<file path="src/inc/pm_bank_consts.vh">
// command codes, field layouts, reset values and limits of the management bank
`ifndef PM_BANK_CONSTS_VH
`define PM_BANK_CONSTS_VH
`define CMD_COMM_STATUS   8'h7E
`define CMD_VIN_READ      8'h88
`define CMD_VOUT_READ     8'h8B
`define CMD_IOUT_READ     8'h8C
`define CMD_TEMP_READ     8'h8D
`define CMD_KIND_PROTECT  8'hD0
`define CMD_VO_GAIN       8'hD1
`define CMD_VO_OFFSET     8'hD2
`define CMD_VI_GAIN       8'hD3
`define CMD_VI_OFFSET     8'hD4
`define CMD_IO_GAIN       8'hD6
`define CMD_IO_OFFSET     8'hD7
`define CMD_FW_REV        8'hDB
`define CMD_PIN_CFG       8'hE0
`define ST_BAD_CMD        7
`define ST_BAD_DATA       6
`define ST_PEC_FAIL       5
`define ST_IMPL_MASK      8'hE0
`define WPE_BIT           1
`define NAME_MSB          7
`define NAME_LSB          2
`define CFG_ARA_BIT       4
`define CFG_WIDTH         5
`define PIN_MAP_ONOFF_PG  4'h0
`define PIN_MAP_TRIM_ONOFF 4'h2
`define GAIN_RESET        16'h2000
`define GAIN_MIN          16'h1999
`define GAIN_MAX          16'h2666
`define EXP_MSB           15
`define EXP_LSB           11
`define VO_OFF_EXP        5'h14
`define VI_OFF_EXP        5'h1D
`define IO_OFF_EXP        5'h1C
`define VO_OFF_RESET      16'hA000
`define VI_OFF_RESET      16'hE800
`define IO_OFF_RESET      16'hE000
`define ARA_ADDR          7'h0C
`define CRC_POLY          8'h07
`endif

</file>
<file path="src/design/pm_cmd_bank.v">
// power module management command bank behind an SMBus slave
`timescale 1ns/100ps
`default_nettype none
`include "pm_bank_consts.vh"
module pm_cmd_bank #(
   parameter [5:0] MODULE_NAME = 6'h2A, // arbitrary neutral designation
   parameter [7:0] FW_REV      = 8'h10,
   parameter       DROOP_SHARE = 0
) (
   input  wire        clk_sys,
   input  wire        rst,
   input  wire        scl_pin,
   input  wire        sda_in,
   output wire        sda_out,
   output reg         sda_oe_n,
   input  wire [6:0]  addr_strap,
   input  wire        alert_line,
   input  wire [15:0] vin_meas,
   input  wire [15:0] vout_meas,
   input  wire [15:0] iout_meas,
   input  wire [15:0] temp_meas,
   output reg  [7:0]  comm_error_status,
   output reg         write_protect_enable,
   output reg  [15:0] vo_read_gain_trim,
   output reg  [15:0] vo_read_offset_trim,
   output reg  [15:0] vi_read_gain_trim,
   output reg  [15:0] vi_read_offset_trim,
   output reg  [15:0] io_gain_trim,
   output reg  [15:0] io_offset_trim,
   output wire [10:0] vi_offset_mantissa,
   output reg  [4:0]  pin_function_alert_cfg,
   output wire        ara_mode,
   output wire        c1_secondary_onoff,
   output wire        c1_trim,
   output wire        c2_power_good,
   output wire        c2_secondary_onoff
);
   localparam [2:0] S_IDLE = 3'd0;
   localparam [2:0] S_RX   = 3'd1;
   localparam [2:0] S_ACK  = 3'd2;
   localparam [2:0] S_TX   = 3'd3;
   localparam [2:0] S_MACK = 3'd4;
   localparam [2:0] S_SKIP = 3'd5;

   wire       scl_s;
   wire       sda_s;
   wire [6:0] own_addr;
   reg        scl_d;
   reg        sda_d;
   reg  [2:0] st;
   reg  [3:0] bcnt;
   reg  [7:0] sreg;
   reg  [7:0] txsh;
   reg  [7:0] crc;
   reg  [7:0] cmd;
   reg  [7:0] wlo;
   reg  [7:0] whi;
   reg  [2:0] nrx;
   reg  [1:0] ntx;
   reg        is_addr;
   reg        rd;
   reg        ara_txn;
   reg        wr_txn;
   bit_sync #(.WIDTH(1), .RST_VAL(1'b1)) u_scl (
      .clk_sys (clk_sys),
      .rst     (rst),
      .d       (scl_pin),
      .q       (scl_s)
   );
   bit_sync #(.WIDTH(1), .RST_VAL(1'b1)) u_sda (
      .clk_sys (clk_sys),
      .rst     (rst),
      .d       (sda_in),
      .q       (sda_s)
   );
   bit_sync #(.WIDTH(7), .RST_VAL(1'b0)) u_addr (
      .clk_sys (clk_sys),
      .rst     (rst),
      .d       (addr_strap),
      .q       (own_addr)
   );
   function [7:0] crc8;
      input [7:0] c;
      input [7:0] d;
      integer     i;
      reg   [7:0] x;
      begin
         x = c ^ d;
         for (i = 0; i < 8; i = i + 1) begin
            x = x[7] ? ({x[6:0], 1'b0} ^ `CRC_POLY) : {x[6:0], 1'b0};
         end
         crc8 = x;
      end
   endfunction
   wire start_det = scl_s & scl_d & sda_d & ~sda_s;
   wire stop_det  = scl_s & scl_d & ~sda_d & sda_s;
   wire scl_rise  = scl_s & ~scl_d;
   wire scl_fall  = ~scl_s & scl_d;
   wire byte_done = (st == S_RX) & scl_fall & (bcnt == 4'd8);
   // alert response takes over the address only while the alert is up
   assign ara_mode = pin_function_alert_cfg[`CFG_ARA_BIT] & alert_line;
   wire addr_hit = ara_mode ? (sreg[7:1] == `ARA_ADDR)
                            : (sreg[7:1] == own_addr);
   assign sda_out = 1'b0;
   assign vi_offset_mantissa = vi_read_offset_trim[10:0];
   wire [3:0] pin_map = pin_function_alert_cfg[3:0];
   assign c1_secondary_onoff = (pin_map == `PIN_MAP_ONOFF_PG);
   assign c2_power_good      = (pin_map == `PIN_MAP_ONOFF_PG);
   assign c1_trim            = (pin_map == `PIN_MAP_TRIM_ONOFF);
   assign c2_secondary_onoff = (pin_map == `PIN_MAP_TRIM_ONOFF);
   // command decode and read data
   reg        known;
   reg        known_next;
   reg        is_byte;
   reg [15:0] rd_word;
   always @* begin
      known   = 1'b1;
      is_byte = 1'b0;
      rd_word = 16'h0000;
      case (cmd)
         `CMD_COMM_STATUS: begin
            is_byte = 1'b1;
            rd_word = {8'h00, comm_error_status};
         end
         `CMD_VIN_READ:  rd_word = vin_meas;
         `CMD_VOUT_READ: rd_word = vout_meas;
         `CMD_IOUT_READ: rd_word = iout_meas;
         `CMD_TEMP_READ: rd_word = temp_meas;
         `CMD_KIND_PROTECT:
            rd_word = {8'h00, MODULE_NAME, write_protect_enable, 1'b0};
         `CMD_VO_GAIN:   rd_word = vo_read_gain_trim;
         `CMD_VO_OFFSET: rd_word = vo_read_offset_trim;
         `CMD_VI_GAIN:   rd_word = vi_read_gain_trim;
         `CMD_VI_OFFSET: rd_word = vi_read_offset_trim;
         `CMD_IO_GAIN:   rd_word = io_gain_trim;
         `CMD_IO_OFFSET: rd_word = io_offset_trim;
         `CMD_FW_REV: begin
            is_byte = 1'b1;
            rd_word = {8'h00, FW_REV};
         end
         `CMD_PIN_CFG: begin
            is_byte = 1'b1;
            rd_word = {8'h00, 3'b000, pin_function_alert_cfg};
         end
         default: known = 1'b0;
      endcase
   end
   // byte to put on the wire next; checksum follows the data
   wire [1:0] len_tx  = is_byte ? 2'd1 : 2'd2;
   wire       tx_data = ara_txn ? (ntx == 2'd0) : (ntx < len_tx);
   reg  [7:0] tx_byte;
   always @* begin
      if (ara_txn)
         tx_byte = (ntx == 2'd0) ? {own_addr, 1'b0} :
                   ((ntx == 2'd1) ? crc : 8'hFF);
      else if (!known)
         tx_byte = 8'hFF;
      else if (ntx == 2'd0)
         tx_byte = rd_word[7:0];
      else if (ntx == 2'd1 && !is_byte)
         tx_byte = rd_word[15:8];
      else if (ntx == len_tx)
         tx_byte = crc;
      else
         tx_byte = 8'hFF;
   end
   wire load_tx = scl_fall & (((st == S_ACK) & rd) | (st == S_MACK));
   // write commit at stop; payload is data plus optional checksum
   wire [15:0] wword   = {whi, wlo};
   wire [4:0]  wexp    = wword[`EXP_MSB:`EXP_LSB];
   wire [2:0]  npay    = nrx - 3'd1;
   wire [2:0]  len_rx  = is_byte ? 3'd1 : 3'd2;
   wire        commit  = stop_det & wr_txn & (nrx >= 3'd2);
   wire        pec_bad = (npay == len_rx + 3'd1) & (crc != 8'h00);
   wire        len_bad = (npay != len_rx) & (npay != len_rx + 3'd1);
   wire        good    = commit & known & ~pec_bad & ~len_bad;
   wire gain_ok = (wword >= `GAIN_MIN) && (wword <= `GAIN_MAX);
   wire map_ok  = (wlo[3:0] == `PIN_MAP_ONOFF_PG) ||
                  ((DROOP_SHARE == 0) && (wlo[3:0] == `PIN_MAP_TRIM_ONOFF));
   reg       accept;
   reg [7:0] set_mask;
   reg [7:0] clr_mask;
   always @* begin
      accept   = 1'b0;
      set_mask = 8'h00;
      clr_mask = 8'h00;
      if (byte_done && !is_addr && nrx == 3'd0 && !known_next)
         set_mask[`ST_BAD_CMD] = 1'b1;
      if (commit && known && pec_bad)
         set_mask[`ST_PEC_FAIL] = 1'b1;
      if (commit && known && !pec_bad && len_bad)
         set_mask[`ST_BAD_DATA] = 1'b1;
      if (good) begin
         case (cmd)
            `CMD_COMM_STATUS: clr_mask = wlo & `ST_IMPL_MASK;
            `CMD_KIND_PROTECT: accept = 1'b1;
            `CMD_PIN_CFG: accept = map_ok;
            `CMD_VO_GAIN, `CMD_VI_GAIN, `CMD_IO_GAIN:
               accept = ~write_protect_enable & gain_ok;
            `CMD_VO_OFFSET: accept = ~write_protect_enable & (wexp == `VO_OFF_EXP);
            `CMD_VI_OFFSET: accept = ~write_protect_enable & (wexp == `VI_OFF_EXP);
            `CMD_IO_OFFSET: accept = ~write_protect_enable & (wexp == `IO_OFF_EXP);
            default: accept = 1'b0;
         endcase
         if (!accept && cmd != `CMD_COMM_STATUS)
            set_mask[`ST_BAD_DATA] = 1'b1;
      end
   end
   // the command byte is classified as it arrives, before cmd updates
   always @* begin
      case (sreg)
         `CMD_COMM_STATUS, `CMD_VIN_READ, `CMD_VOUT_READ, `CMD_IOUT_READ,
         `CMD_TEMP_READ, `CMD_KIND_PROTECT, `CMD_VO_GAIN, `CMD_VO_OFFSET,
         `CMD_VI_GAIN, `CMD_VI_OFFSET, `CMD_IO_GAIN, `CMD_IO_OFFSET,
         `CMD_FW_REV, `CMD_PIN_CFG: known_next = 1'b1;
         default: known_next = 1'b0;
      endcase
   end
   always @(posedge clk_sys) begin
      if (rst) begin
         scl_d                  <= 1'b1;
         sda_d                  <= 1'b1;
         sda_oe_n               <= 1'b1;
         st                     <= S_IDLE;
         bcnt                   <= 4'd0;
         sreg                   <= 8'h00;
         txsh                   <= 8'hFF;
         crc                    <= 8'h00;
         cmd                    <= 8'h00;
         wlo                    <= 8'h00;
         whi                    <= 8'h00;
         nrx                    <= 3'd0;
         ntx                    <= 2'd0;
         is_addr                <= 1'b0;
         rd                     <= 1'b0;
         ara_txn                <= 1'b0;
         wr_txn                 <= 1'b0;
         comm_error_status      <= 8'h00;
         write_protect_enable   <= 1'b0;
         vo_read_gain_trim      <= `GAIN_RESET;
         vi_read_gain_trim      <= `GAIN_RESET;
         io_gain_trim           <= `GAIN_RESET;
         vo_read_offset_trim    <= `VO_OFF_RESET;
         vi_read_offset_trim    <= `VI_OFF_RESET;
         io_offset_trim         <= `IO_OFF_RESET;
         pin_function_alert_cfg <= 5'b00000;
      end else begin
         scl_d <= scl_s;
         sda_d <= sda_s;
         // set wins over a clear landing in the same cycle
         comm_error_status <= ((comm_error_status & ~clr_mask) | set_mask)
                              & `ST_IMPL_MASK;
         if (accept) begin
            case (cmd)
               `CMD_KIND_PROTECT: write_protect_enable <= wlo[`WPE_BIT];
               `CMD_PIN_CFG: pin_function_alert_cfg <= wlo[`CFG_WIDTH-1:0];
               `CMD_VO_GAIN:   vo_read_gain_trim   <= wword;
               `CMD_VI_GAIN:   vi_read_gain_trim   <= wword;
               `CMD_IO_GAIN:   io_gain_trim        <= wword;
               `CMD_VO_OFFSET: vo_read_offset_trim <= wword;
               `CMD_VI_OFFSET: vi_read_offset_trim <= wword;
               `CMD_IO_OFFSET: io_offset_trim      <= wword;
               default: ;
            endcase
         end
         sda_oe_n <= ~((st == S_ACK) | ((st == S_TX) & ~txsh[7]));
         if (load_tx) begin
            st   <= S_TX;
            txsh <= tx_byte;
            // saturate so bytes after the checksum stay all ones
            if (ntx != 2'd3)
               ntx <= ntx + 2'd1;
            if (tx_data)
               crc <= crc8(crc, tx_byte);
         end
         if (start_det) begin
            st      <= S_RX;
            bcnt    <= 4'd0;
            is_addr <= 1'b1;
            wr_txn  <= 1'b0;
            // a repeated start keeps the command and running checksum
            if (st == S_IDLE || st == S_SKIP) begin
               crc <= 8'h00;
               nrx <= 3'd0;
            end
         end else if (stop_det) begin
            st     <= S_IDLE;
            wr_txn <= 1'b0;
         end else begin
            case (st)
               S_RX: begin
                  if (scl_rise) begin
                     sreg <= {sreg[6:0], sda_s};
                     bcnt <= bcnt + 4'd1;
                  end else if (byte_done) begin
                     bcnt <= 4'd0;
                     crc  <= crc8(crc, sreg);
                     if (is_addr) begin
                        if (addr_hit) begin
                           st      <= S_ACK;
                           is_addr <= 1'b0;
                           rd      <= sreg[0];
                           ara_txn <= ara_mode;
                           wr_txn  <= ~sreg[0] & ~ara_mode;
                           ntx     <= 2'd0;
                        end else begin
                           st <= S_SKIP;
                        end
                     end else begin
                        st <= S_ACK;
                        if (nrx != 3'd7)
                           nrx <= nrx + 3'd1;
                        if (nrx == 3'd0)
                           cmd <= sreg;
                        if (nrx == 3'd1)
                           wlo <= sreg;
                        if (nrx == 3'd2)
                           whi <= sreg;
                     end
                  end
               end
               S_ACK: begin
                  if (scl_fall && !rd)
                     st <= S_RX;
               end
               S_TX: begin
                  if (scl_rise) begin
                     bcnt <= bcnt + 4'd1;
                  end else if (scl_fall) begin
                     if (bcnt == 4'd8) begin
                        st   <= S_MACK;
                        bcnt <= 4'd0;
                     end else begin
                        txsh <= {txsh[6:0], 1'b1};
                     end
                  end
               end
               S_MACK: begin
                  // a not-acknowledge ends the read; the bus is let go
                  if (scl_rise && sda_s)
                     st <= S_SKIP;
               end
               S_SKIP: ;
               S_IDLE: ;
               default: st <= S_IDLE;
            endcase
         end
      end
   end
endmodule // pm_cmd_bank
`default_nettype wire

</file>
<file path="src/design/bit_sync.v">
// two-flop synchroniser for pins from outside the clock domain
`timescale 1ns/100ps
`default_nettype none
module bit_sync #(
   parameter       WIDTH   = 1,
   parameter [0:0] RST_VAL = 1'b1
) (
   input  wire             clk_sys,
   input  wire             rst,
   input  wire [WIDTH-1:0] d,
   output reg  [WIDTH-1:0] q
);
   reg [WIDTH-1:0] meta;

   always @(posedge clk_sys) begin
      if (rst) begin
         meta <= {WIDTH{RST_VAL}};
         q    <= {WIDTH{RST_VAL}};
      end else begin
         meta <= d;
         q    <= meta;
      end
   end
endmodule // bit_sync
`default_nettype wire

</file>
<file path="config.mk">
export PLATFORM = sky130hd
export DESIGN_NAME = pm_cmd_bank
export DESIGN_NICKNAME = d
export VERILOG_FILES = /design/src/design/pm_cmd_bank.v /design/src/design/bit_sync.v
export VERILOG_INCLUDE_DIRS = /design/src /design/src/inc
export SDC_FILE = /design/constraint.sdc
export NUM_CORES = 1
export LEC_CHECK = 0
export ABC_CLOCK_PERIOD_IN_PS = 5870
export CORE_MARGIN = 4
export CORE_UTILIZATION = 30
export DETAILED_ROUTE_END_ITERATION = 8
export DONT_BUFFER_PORTS = 1
export GPL_ROUTABILITY_DRIVEN = 0
export PLACE_DENSITY = 0.44
export SYNTH_ARGS = -nofsm -noshare
export SYNTH_HDL_FRONTEND = slang
export SYNTH_HIERARCHICAL = 1
export SYNTH_SLANG_ARGS = --single-unit
export TNS_END_PERCENT = 50
</file>
<file path="constraint.sdc">
create_clock -name clk_sys -period 5.87 [get_ports clk_sys]
set_input_delay 0.587 -clock clk_sys [delete_from_list [all_inputs] [get_ports clk_sys]]
set_output_delay 0.587 -clock clk_sys [all_outputs]
set_load 0.02 [all_outputs]
</file>
### Yosys cells after proc, flatten, opt, wreduce, memory -nomap -nowiden

Index checks and enable logic that the tools add are counted.

| storage, ports and cells | value |
|---|---|
| output and inout bits | 128 |
| register bits | 195 |

| cells by class | value |
|---|---|
| add/sub/neg operators | 5 |
| bitwise operators | 63 |
| reductions and logical operators | 54 |
| magnitude comparators | 4 |
| eq/ne operators | 58 |
| muxes and demuxes | 99 |

Operators with widths:

| kind | number |
|---|---|
| $pmux 16 s14 | 1 |
| $eq 8x8->1 const B | 26 |
| $mux 8 | 24 |
| $mux 3 | 34 |
| $not 3->3 | 16 |
| $reduce_and 7->1 | 5 |
| $reduce_or 14->1 | 2 |
| $and 1x1->1 | 25 |
| $mux 2 | 11 |
| $mux 1 | 21 |
| $mux 4 | 5 |
| $eq 8x7->1 const B | 2 |
| $ge 16x13->1 const B | 1 |
| $le 16x14->1 const B | 1 |
| $reduce_and 2->1 | 8 |
| $xor 8x8->8 | 2 |
| $eq 5x5->1 const B | 3 |
| $not 1->1 | 15 |
| $pmux 3 s5 | 1 |
| $logic_and 1x1->1 | 12 |
| $ne 3x3->1 const B | 4 |
| $reduce_and 5->1 | 2 |
| $eq 3x2->1 const B | 3 |
| $reduce_or 3->1 | 3 |
| other kinds (36) | 56 |

### Depth between registers and ports, before layout

Gate-level depths: netlist of run 1.

| depth | value |
|---|---|
| word-level depth | 34 |
| mapped depth | 16 |
| mapped depth without buffers | 15 |

### Cells and area by module

The synthesis of run 1 kept the hierarchy.

By module, submodules not included:

| module | area an instance (um2) | cells an instance | instances |
|---|---|---|---|
| pm_cmd_bank | 10,304.9 | 1,225 | 1 |
| bit_sync (u_addr) | 407.9 | 29 | 1 |
| bit_sync (u_scl ...) | 52.6 | 4 | 2 |

### Worst setup path after synthesis of run 1

No wires, ideal clock.

| path | value |
|---|---|
| kind | flip-flop to flip-flop |
| from | register cmd[4] |
| to | register crc[7] |
| arrival time | 3,020 ps |
| cell stages (with the launch flop) | 15 |
| slack | 2,730 ps |
| path through | dfxtp_1 clkbuf_1 and3_1 o211a_1 nor2_2 inv_2 ha_1 nand2_1 a21o_1 or2_2 a31oi_2 xor2_2 xnor2_1 a21oi_1 o31a_1 |

| between the ends | value |
|---|---|
| word-level cells in the longest chain between the ends | 23 |
| elaborated cells between the ends (all ways) | 44 |
| classes of those cells | 1 x order compare; 15 x eq/ne; 21 x mux; 3 x bitwise; 4 x reduce/logical |

RTL lines:

| what | line | source |
|---|---|---|
| start, declared | pm_cmd_bank.v:55 | `reg [7:0] cmd;` |
| start signal, assigned | pm_cmd_bank.v:314 | `cmd <= sreg;` |
| $eq 8x8->1 or $eq 8x7->1 (tied branches) | pm_cmd_bank.v:120 | `case (cmd)` |
| $reduce_or 3->1 (no line) | - |  |
| $mux 1 | pm_cmd_bank.v:120 |  |
| $mux 2 | pm_cmd_bank.v:149 | `wire [1:0] len_tx = is_byte ? 2'd1 : 2'd2;` |
| $eq 2x2->1 | pm_cmd_bank.v:162 | `else if (ntx == len_tx)` |
| $mux 8 | pm_cmd_bank.v:162 |  |
| $mux 8 | pm_cmd_bank.v:160 | `else if (ntx == 2'd1 && !is_byte)` |
| $mux 8 | pm_cmd_bank.v:158 | `else if (ntx == 2'd0)` |
| [7 not listed] | - |  |
| $mux 3 | pm_cmd_bank.v:90 | `` x = x[7] ? ({x[6:0], 1'b0} ^ `CRC_POLY) : {x[6:0], 1'b0}; `` |
| $mux 8 * | pm_cmd_bank.v:273 | `if (tx_data)` |
| $mux 8 * | pm_cmd_bank.v:267 | `if (load_tx) begin` |
| $mux 8 | pm_cmd_bank.v:295 | `end else if (byte_done) begin` |
| $mux 8 | pm_cmd_bank.v:292 | `if (scl_rise) begin` |
| $mux 8 | pm_cmd_bank.v:290 | `case (st)` |
| $mux 8 | pm_cmd_bank.v:286 | `end else if (stop_det) begin` |
| $mux 8 * | pm_cmd_bank.v:276 | `if (start_det) begin` |
| end signal, assigned | pm_cmd_bank.v:274 | `crc <= crc8(crc, tx_byte);` |
| end signal, assigned | pm_cmd_bank.v:297 | `crc <= crc8(crc, sreg);` |
| end, declared | pm_cmd_bank.v:54 | `reg [7:0] crc;` |

Mark *: on every way between the ends. The rest lies on a longest branch, timed or not.
A chain may end at the register's enable or synchronous reset.

### Final worst setup path of run 1

| path | value |
|---|---|
| from | register cmd[2] |
| to | register vi_read_offset_trim[11] |

| between the ends | value |
|---|---|
| word-level cells in the longest chain between the ends | 12 |
| elaborated cells between the ends (all ways) | 35 |
| classes of those cells | 1 x add/sub; 17 x eq/ne; 6 x mux; 7 x bitwise; 4 x reduce/logical |

RTL lines:

| what | line | source |
|---|---|---|
| $eq 8x8->1 (tied with other cells) | pm_cmd_bank.v:120, pm_cmd_bank.v:194 |  |
| $reduce_or 3->1 (no line) | - |  |
| $mux 1 | pm_cmd_bank.v:120 |  |
| $mux 2 | pm_cmd_bank.v:172 | `wire [2:0] len_rx = is_byte ? 3'd1 : 3'd2;` |
| $add 2x1->3 | pm_cmd_bank.v:174, pm_cmd_bank.v:175 |  |
| $eq 3x3->1 | pm_cmd_bank.v:174 | `wire pec_bad = (npay == len_rx + 3'd1) & (crc != 8'h00);` |
| $and 1x1->1 | pm_cmd_bank.v:174 |  |
| $not 1->1 | pm_cmd_bank.v:176 | `wire good = commit & known & ~pec_bad & ~len_bad;` |
| $and 1x1->1 (2 in a row) | pm_cmd_bank.v:176 |  |
| $mux 1 | pm_cmd_bank.v:193 | `if (good) begin` |
| $reduce_and 2->1 (no line) * | - |  |
| end signal, assigned | pm_cmd_bank.v:244 | `` vi_read_offset_trim <= `VI_OFF_RESET; `` |
| end signal, assigned | pm_cmd_bank.v:261 | `` `CMD_VI_OFFSET: vi_read_offset_trim <= wword; `` |
| end, declared | pm_cmd_bank.v:27 | `output reg [15:0] vi_read_offset_trim,` |

Mark *: on every way between the ends. The rest lies on a longest branch, timed or not. The select of a mux whose other input is x is not followed.

==> metrics.txt, run 1 <==
Num CTS Buffers 17; number of sinks driven by the clock tree 190; pins over their slew limit 0; run status finished clean; Antenna Nets Post-Route 0; dominant synthesized flop cell sky130_fd_sc_hd__dfxtp_1; Worst Setup End Kind register; cell taking the most area after synthesis sky130_fd_sc_hd__dfxtp_1; fraction of met3 tracks used by global routing 5.55%; clock root buffer sky130_fd_sc_hd__clkbuf_16; maximum single-stage delay on the critical path 0.96 ns; biggest area contributors in the synthesized netlist sky130_fd_sc_hd__dfxtp_1 35%, sky130_fd_sc_hd__mux2i_1 12%, sky130_fd_sc_hd__nor2_1 5.9%, sky130_fd_sc_hd__a21oi_1 2.9%, sky130_fd_sc_hd__nand2_1 2.8%; via count 9342; die width 198 µm; Worst path slowest cell sky130_fd_sc_hd__dfxtp_2; proportion of synthesized flip-flops having asynchronous set or reset 0%; Seq/Total Area, Yosys 35.2%; number of buffers inserted by post-CTS setup repair 0; mean routed wirelength per cell 25.2 µm; insertion delay to the later sink of the worst-skew pair 0.46 ns; number of port buffers 0; number of enable flip-flop cells after synthesis 0; busiest layer in global routing met2; maximum clock skew at final layout 0.0173 ns; count of state elements after synthesis 190; Die H 198 µm; Final Cycle Share 73.0%; leakage power of the design 4.05 nW; maximum frequency from static timing analysis 0.233 GHz; Mapped Avg Cell Area 8.57 µm²; detailed placer's ending HPWL 30900 µm; die area 39200 µm²; CTS tree done; post-CTS clock slew at the launch and capture registers of the worst setup and hold paths 0.08 ns; Worst Setup Slack, final 1.58 ns; combined area of the multi-input logic cells 6350 µm²; cells traversed along the worst timing path or2_2 -> or2_1 -> a32oi_4 -> o31ai_1 -> a21o_1 -> or2_1 -> or3_1 -> nor2_8 -> or3_1; number of remaining DRC errors 0; number of buffers and inverters on the critical path 0; data arrival time at the worst-slack endpoint 4.63 ns; Synth top area share 35.2%; worst setup slack after placement 1.72 ns; instance count of the mapped netlist 1262; ratio of total power to cell area 222 nW/µm²; # nets final 1267; hold buffers post-CTS 0; total global routing overflow 0; most common cell in the synthesized netlist sky130_fd_sc_hd__dfxtp_1; RSZ-0062 raised after global routing no; setup total negative slack 0 ns; first-pass GRT wire length 61400 µm; Filler Cell Count 3780; floorplan core area 35600 µm²; met2 GRT Util 32.5%; list of most frequent post-synthesis cells 190 x sky130_fd_sc_hd__dfxtp_1, 169 x sky130_fd_sc_hd__nor2_1, 130 x sky130_fd_sc_hd__mux2i_1; required arrival time at the worst endpoint 6.21 ns; minimum clock period 4.29 ns; FF/Latch Area 3810 µm²; number of core rows 69; DRC violation total after the first TritonRoute iteration 807; number of global-route vias before repair 8928; Cell Area, Synth 10800 µm²; path category of the worst min-delay check primary input to register; worst setup path category register to register; maximum number of pins on one net before global-route repair 164; worst relative slew slack 31.9%; Final setup viols 0; count of unique library cells instantiated by Yosys 94; total length of routed wires 41600 µm; Clock H-tree levels 4; largest fanout on the critical path 39; category of the worst setup path launch point register; largest delay contributor family on the critical path simple AND/OR/NAND/NOR gates; hold violation count in the final report 0; initial standard-cell utilization of the core 30.4%; Via density 5.64; met1 layer usage reported by global route 28.5%; maximum count of clock buffers along a single path 2; combined global-route utilization of all metal layers 20.9%; Ports 204; layout cells sized above 1 9.07%; number of gates resized after cts 0; actual slew at the worst max-slew pin 1.02 ns; total number of yosys warnings 6; Max rail drop VDD 184 µV; number of max-cap violations 0; layout overhead on the synthesized area 6.51%; DR pass1 iterations 7; antenna violations before repair 4; Util after Layout 32.4%
[metal layers]
metal / wire (µm) / part of all wire [%] / up-vias
met5: 15 / 0.036 / -
met4: 995 / 2.4 / 2
met3: 2950 / 7.1 / 55
met2: 18700 / 45 / 337
met1: 19000 / 46 / 4621
li1: - / - / 4327
[through the flow]
stage | cell area (µm²) | instances | hold WS, ns | power [mW]
after global placement | 10900 | 1620 | 0.417 | 1.38
after global routing | 11500 | 1655 | 0.190 | 2.64
final | 11500 | 1655 | 0.225 | 2.55
after floorplan | 10800 | 1267 | 0.385 | 1.38
after CTS | 11500 | 1652 | 0.171 | 2.59
after detailed placement | 10900 | 1620 | 0.421 | 1.38
[final cells by class]
type / instances / area share, %
sequential: 190 / 33.0
clock buffer: 17 / 3.69
tap: 461 / 5.01
inverter: 27 / 0.880
clock inverter: 15 / 1.59
multi-input combinational: 933 / 55.1
antenna: 3 / 0.0652
timing repair buffer: 9 / 0.586
[layout by cell type (no fill, tap or decap), types with 10 or more instances in the layout]
master,netlist,final
sky130_fd_sc_hd__nor4_1,13,12
sky130_fd_sc_hd__inv_1,23,23
sky130_fd_sc_hd__dfxtp_1,190,187
sky130_fd_sc_hd__xor2_1,18,18
sky130_fd_sc_hd__ha_1,13,13
sky130_fd_sc_hd__nand3_1,29,29
sky130_fd_sc_hd__and2_1,13,13
sky130_fd_sc_hd__clkbuf_16,0,17
sky130_fd_sc_hd__nor2_1,169,169
sky130_fd_sc_hd__mux2i_1,130,130
sky130_fd_sc_hd__xnor2_1,26,26
sky130_fd_sc_hd__or3_1,17,17
sky130_fd_sc_hd__a21oi_1,63,63
sky130_fd_sc_hd__nor3b_1,13,12
sky130_fd_sc_hd__nor3_1,27,27
sky130_fd_sc_hd__a22oi_1,22,22
sky130_fd_sc_hd__mux2_2,16,16
sky130_fd_sc_hd__nand2_1,80,80
sky130_fd_sc_hd__nor2b_2,10,10
sky130_fd_sc_hd__o22ai_1,15,15
sky130_fd_sc_hd__o21ai_0,38,38
sky130_fd_sc_hd__nor2b_1,13,13
[final timing paths]
kind	start	end	slack [ns]	depth (start not counted)
hold / removal	sda_in	u_sda/meta	0.23	1
setup reg to reg	cmd[2]	vi_read_offset_trim[11]	1.58	9
setup / recovery	cmd[2]	vi_read_offset_trim[11]	1.58	9
hold reg to reg	u_addr/meta[4]	u_addr/q[4]	0.43	1
[sequential cells by signal, indices dropped and copies added (netlist names), 2 cells and up]
register,cells
vo_read_gain_trim,16
st,3
vo_read_offset_trim,16
vi_read_offset_trim,16
pin_function_alert_cfg,5
whi,8
io_offset_trim,16
vi_read_gain_trim,16
comm_error_status,3
cmd,8
u_addr/meta,7
io_gain_trim,16
nrx,3
bcnt,4
sreg,8
txsh,8
u_addr/q,7
wlo,8
crc,8
ntx,2
[power by group]
group	internal, mW	switching (mW)	total (mW)	leakage (nW)
registers	1.29	0.00617	1.30	1.54
logic	0.0188	0.0284	0.0473	2.21
clock network	0.581	0.624	1.21	0.297
[cells by family (layout without fill, tap and decap cells)]
group                    Yosys count  count (layout)  synth area share (%)
AND/OR/NAND/NOR                  460             460                  22.0
AO/OA/AOI/OAI                    260             260                  16.8
flip-flops                       190             190                  35.2
multiplexers                     146             146                  13.7
buffers and inverters            144              68                  6.58
XOR/XNOR                          48              48                  4.28
adder cells (fa/ha/maj)           13              13                  1.50
other                              1               9                0.0347
No activity file was read; power rests on OpenSTA's default activity.
==> run 2, diff against run 1 <==
--- a/config.mk
+++ b/config.mk
@@ -6,13 +6,13 @@
 export SDC_FILE = /design/constraint.sdc
 export NUM_CORES = 1
 export LEC_CHECK = 0
-export ABC_CLOCK_PERIOD_IN_PS = 5870
+export ABC_CLOCK_PERIOD_IN_PS = 3700
 export CORE_MARGIN = 4
 export CORE_UTILIZATION = 30
 export DETAILED_ROUTE_END_ITERATION = 8
 export DONT_BUFFER_PORTS = 1
 export GPL_ROUTABILITY_DRIVEN = 0
-export PLACE_DENSITY = 0.44
+export PLACE_DENSITY = 0.45
 export SYNTH_ARGS = -nofsm -noshare
 export SYNTH_HDL_FRONTEND = slang
 export SYNTH_HIERARCHICAL = 1
==> constraint.sdc (replaced) <==
create_clock -name clk_sys -period 3.7 [get_ports clk_sys]
set_input_delay 0.37 -clock clk_sys [delete_from_list [all_inputs] [get_ports clk_sys]]
set_output_delay 0.37 -clock clk_sys [all_outputs]
set_load 0.02 [all_outputs]
==> run 2 against run 1 <==
  * Core utilization increased by 1.2 points
  * Worst setup slack got worse by 1.4 ns
  * Total power increased by 57%
  * Via count increased by 1.8%
  * Critical path type unchanged
  * Critical endpoint is now crc[1]
==> metrics.txt, run 2 (synthesis results as in run 1) <==
# nets final 1316; r2r endpoint crc[1]; end of the worst hold path u_scl/q; maximum frequency from static timing analysis 0.285 GHz; number of max-cap violations 0; category of the worst setup path launch point register; antenna violations before repair 3; Die H 198 µm; die area 39200 µm²; worst relative slew slack 34.6%; Worst Setup End Kind register; layout overhead on the synthesized area 10.3%; number of core rows 69; fraction of met3 tracks used by global routing 6.91%; clock root buffer sky130_fd_sc_hd__clkbuf_16; worst r2r path cells 10; worst hold stages 1; minimum clock period 3.51 ns; worst setup slack after placement 0.127 ns; initial standard-cell utilization of the core 30.4%; Min-Delay Startpoint rst; most used cells in the layout excluding fill and tap cells 185 x sky130_fd_sc_hd__dfxtp_1, 169 x sky130_fd_sc_hd__nor2_1, 130 x sky130_fd_sc_hd__mux2i_1; first-pass GRT wire length 62000 µm; Final Cycle Share 95.0%; most common cell after layout, fill and taps aside sky130_fd_sc_hd__dfxtp_1; maximum clock skew at final layout 0.0154 ns; maximum number of pins on one net before global-route repair 135; number of sinks driven by the clock tree 190; DRC violation total after the first TritonRoute iteration 1142; Via density 5.59; largest fanout on the critical path 19; path category of the worst min-delay check primary input to register; actual slew at the worst max-slew pin 0.979 ns; data arrival time at the worst-slack endpoint 3.89 ns; worst setup path category register to register; number of remaining DRC errors 0; met2 GRT Util 32.2%; Num CTS Buffers 17; total length of routed wires 42400 µm; busiest layer in global routing met2; number of port buffers 0; ratio of total power to cell area 336 nW/µm²; Worst Setup Slack, final 0.186 ns; die width 198 µm; number of global-route vias before repair 9141; run status finished clean; setup total negative slack 0 ns; Ports 204; via count 9510; maximum count of clock buffers along a single path 2; mean routed wirelength per cell 24.9 µm; post-CTS clock slew at the launch and capture registers of the worst setup and hold paths 0.08 ns; total global routing overflow 0; reg2reg setup slack 0.19 ns; met1 layer usage reported by global route 28.2%; leakage power of the design 4.28 nW; detailed placer's ending HPWL 32000 µm; CTS tree done; DR pass1 iterations 8; Antenna Nets Post-Route 0; combined global-route utilization of all metal layers 21.0%; RSZ-0062 raised after global routing no; layout cells sized above 1 13.0%; Max rail drop VDD 324 µV; Final setup viols 0; r2r startpoint cmd[0]; required arrival time at the worst endpoint 4.08 ns; tightest hold margin 0.0236 ns; pins over their slew limit 0; hold violation count in the final report 0; Clock H-tree levels 4; floorplan core area 35600 µm²; insertion delay to the later sink of the worst-skew pair 0.45 ns
## run 2: metal layers
| metal | share of wire (%) | routed length (µm) |
|---|---|---|
| met5 | 0.031 | 13 |
| met1 | 44 | 18500 |
| met4 | 2.6 | 1090 |
| met3 | 9.8 | 4160 |
| met2 | 44 | 18600 |
## run 2: worst max path at each step
stage | startpoint | to | cells after the start
final | cmd[0] | crc[1] | 10
after floorplan | cmd[4] | crc[7] | 14
after global routing | cmd[2] | crc[6] | 13
after global placement | cmd[1] | crc[3] | 11
after detailed placement | cmd[1] | crc[3] | 11
after CTS | cmd[1] | crc[3] | 11
## run 2: timing repair
action / CTS / global route
buffers inserted: 0 / 0
hold buffers: 2 / 0
hold endpoints to repair: 30 / 0
setup endpoints to repair: 0 / 19
resized for setup: 0 / 12
## run 2: worst max-delay path: stages, from the launching register on
cell and delay, ns:
sky130_fd_sc_hd__dfxtp_4 0.52, sky130_fd_sc_hd__buf_4 0.25, sky130_fd_sc_hd__nor2b_1 0.57, sky130_fd_sc_hd__a32oi_4 0.28, sky130_fd_sc_hd__o21ai_2 0.41, sky130_fd_sc_hd__o22ai_1 0.15
sky130_fd_sc_hd__a21oi_2 0.27, sky130_fd_sc_hd__xor2_2 0.23, sky130_fd_sc_hd__xnor3_1 0.38, sky130_fd_sc_hd__o21ai_0 0.19, sky130_fd_sc_hd__a21boi_1 0.17
## run 2: where the power goes
| group | total (mW) | internal (mW) | switching, mW | leakage (nW) |
|---|---|---|---|---|
| Combinational | 0.0880 | 0.0330 | 0.0550 | 2.47 |
| Sequential | 2.06 | 2.05 | 0.0113 | 1.54 |
| Clock | 1.86 | 0.920 | 0.936 | 0.277 |
## run 2: final cells by class
cell class	count	area (µm²)
inverters	27	101
flip-flops and latches	190	3820
well taps	461	577
fillers	3778	23600
multi-input cells	933	6390
clock inverters	13	148
clock buffers	19	443
repair buffers	58	450
diodes	1	2.50
## run 2: per-stage QoR
| stage | total power [mW] | util [%] | instances | area [µm²] |
|---|---|---|---|---|
| 2_1_floorplan | 2.19 | - | 1267 | 10800 |
| 3_3_place_gp | 2.19 | 31.7 | 1667 | 11300 |
| 3_5_place_dp | 2.19 | 31.7 | 1667 | 11300 |
| 4_1_cts | 4.06 | 33.4 | 1701 | 11900 |
| 5_1_grt | 4.14 | 33.6 | 1702 | 11900 |
| 6_report | 4.01 | 33.6 | 1702 | 11900 |
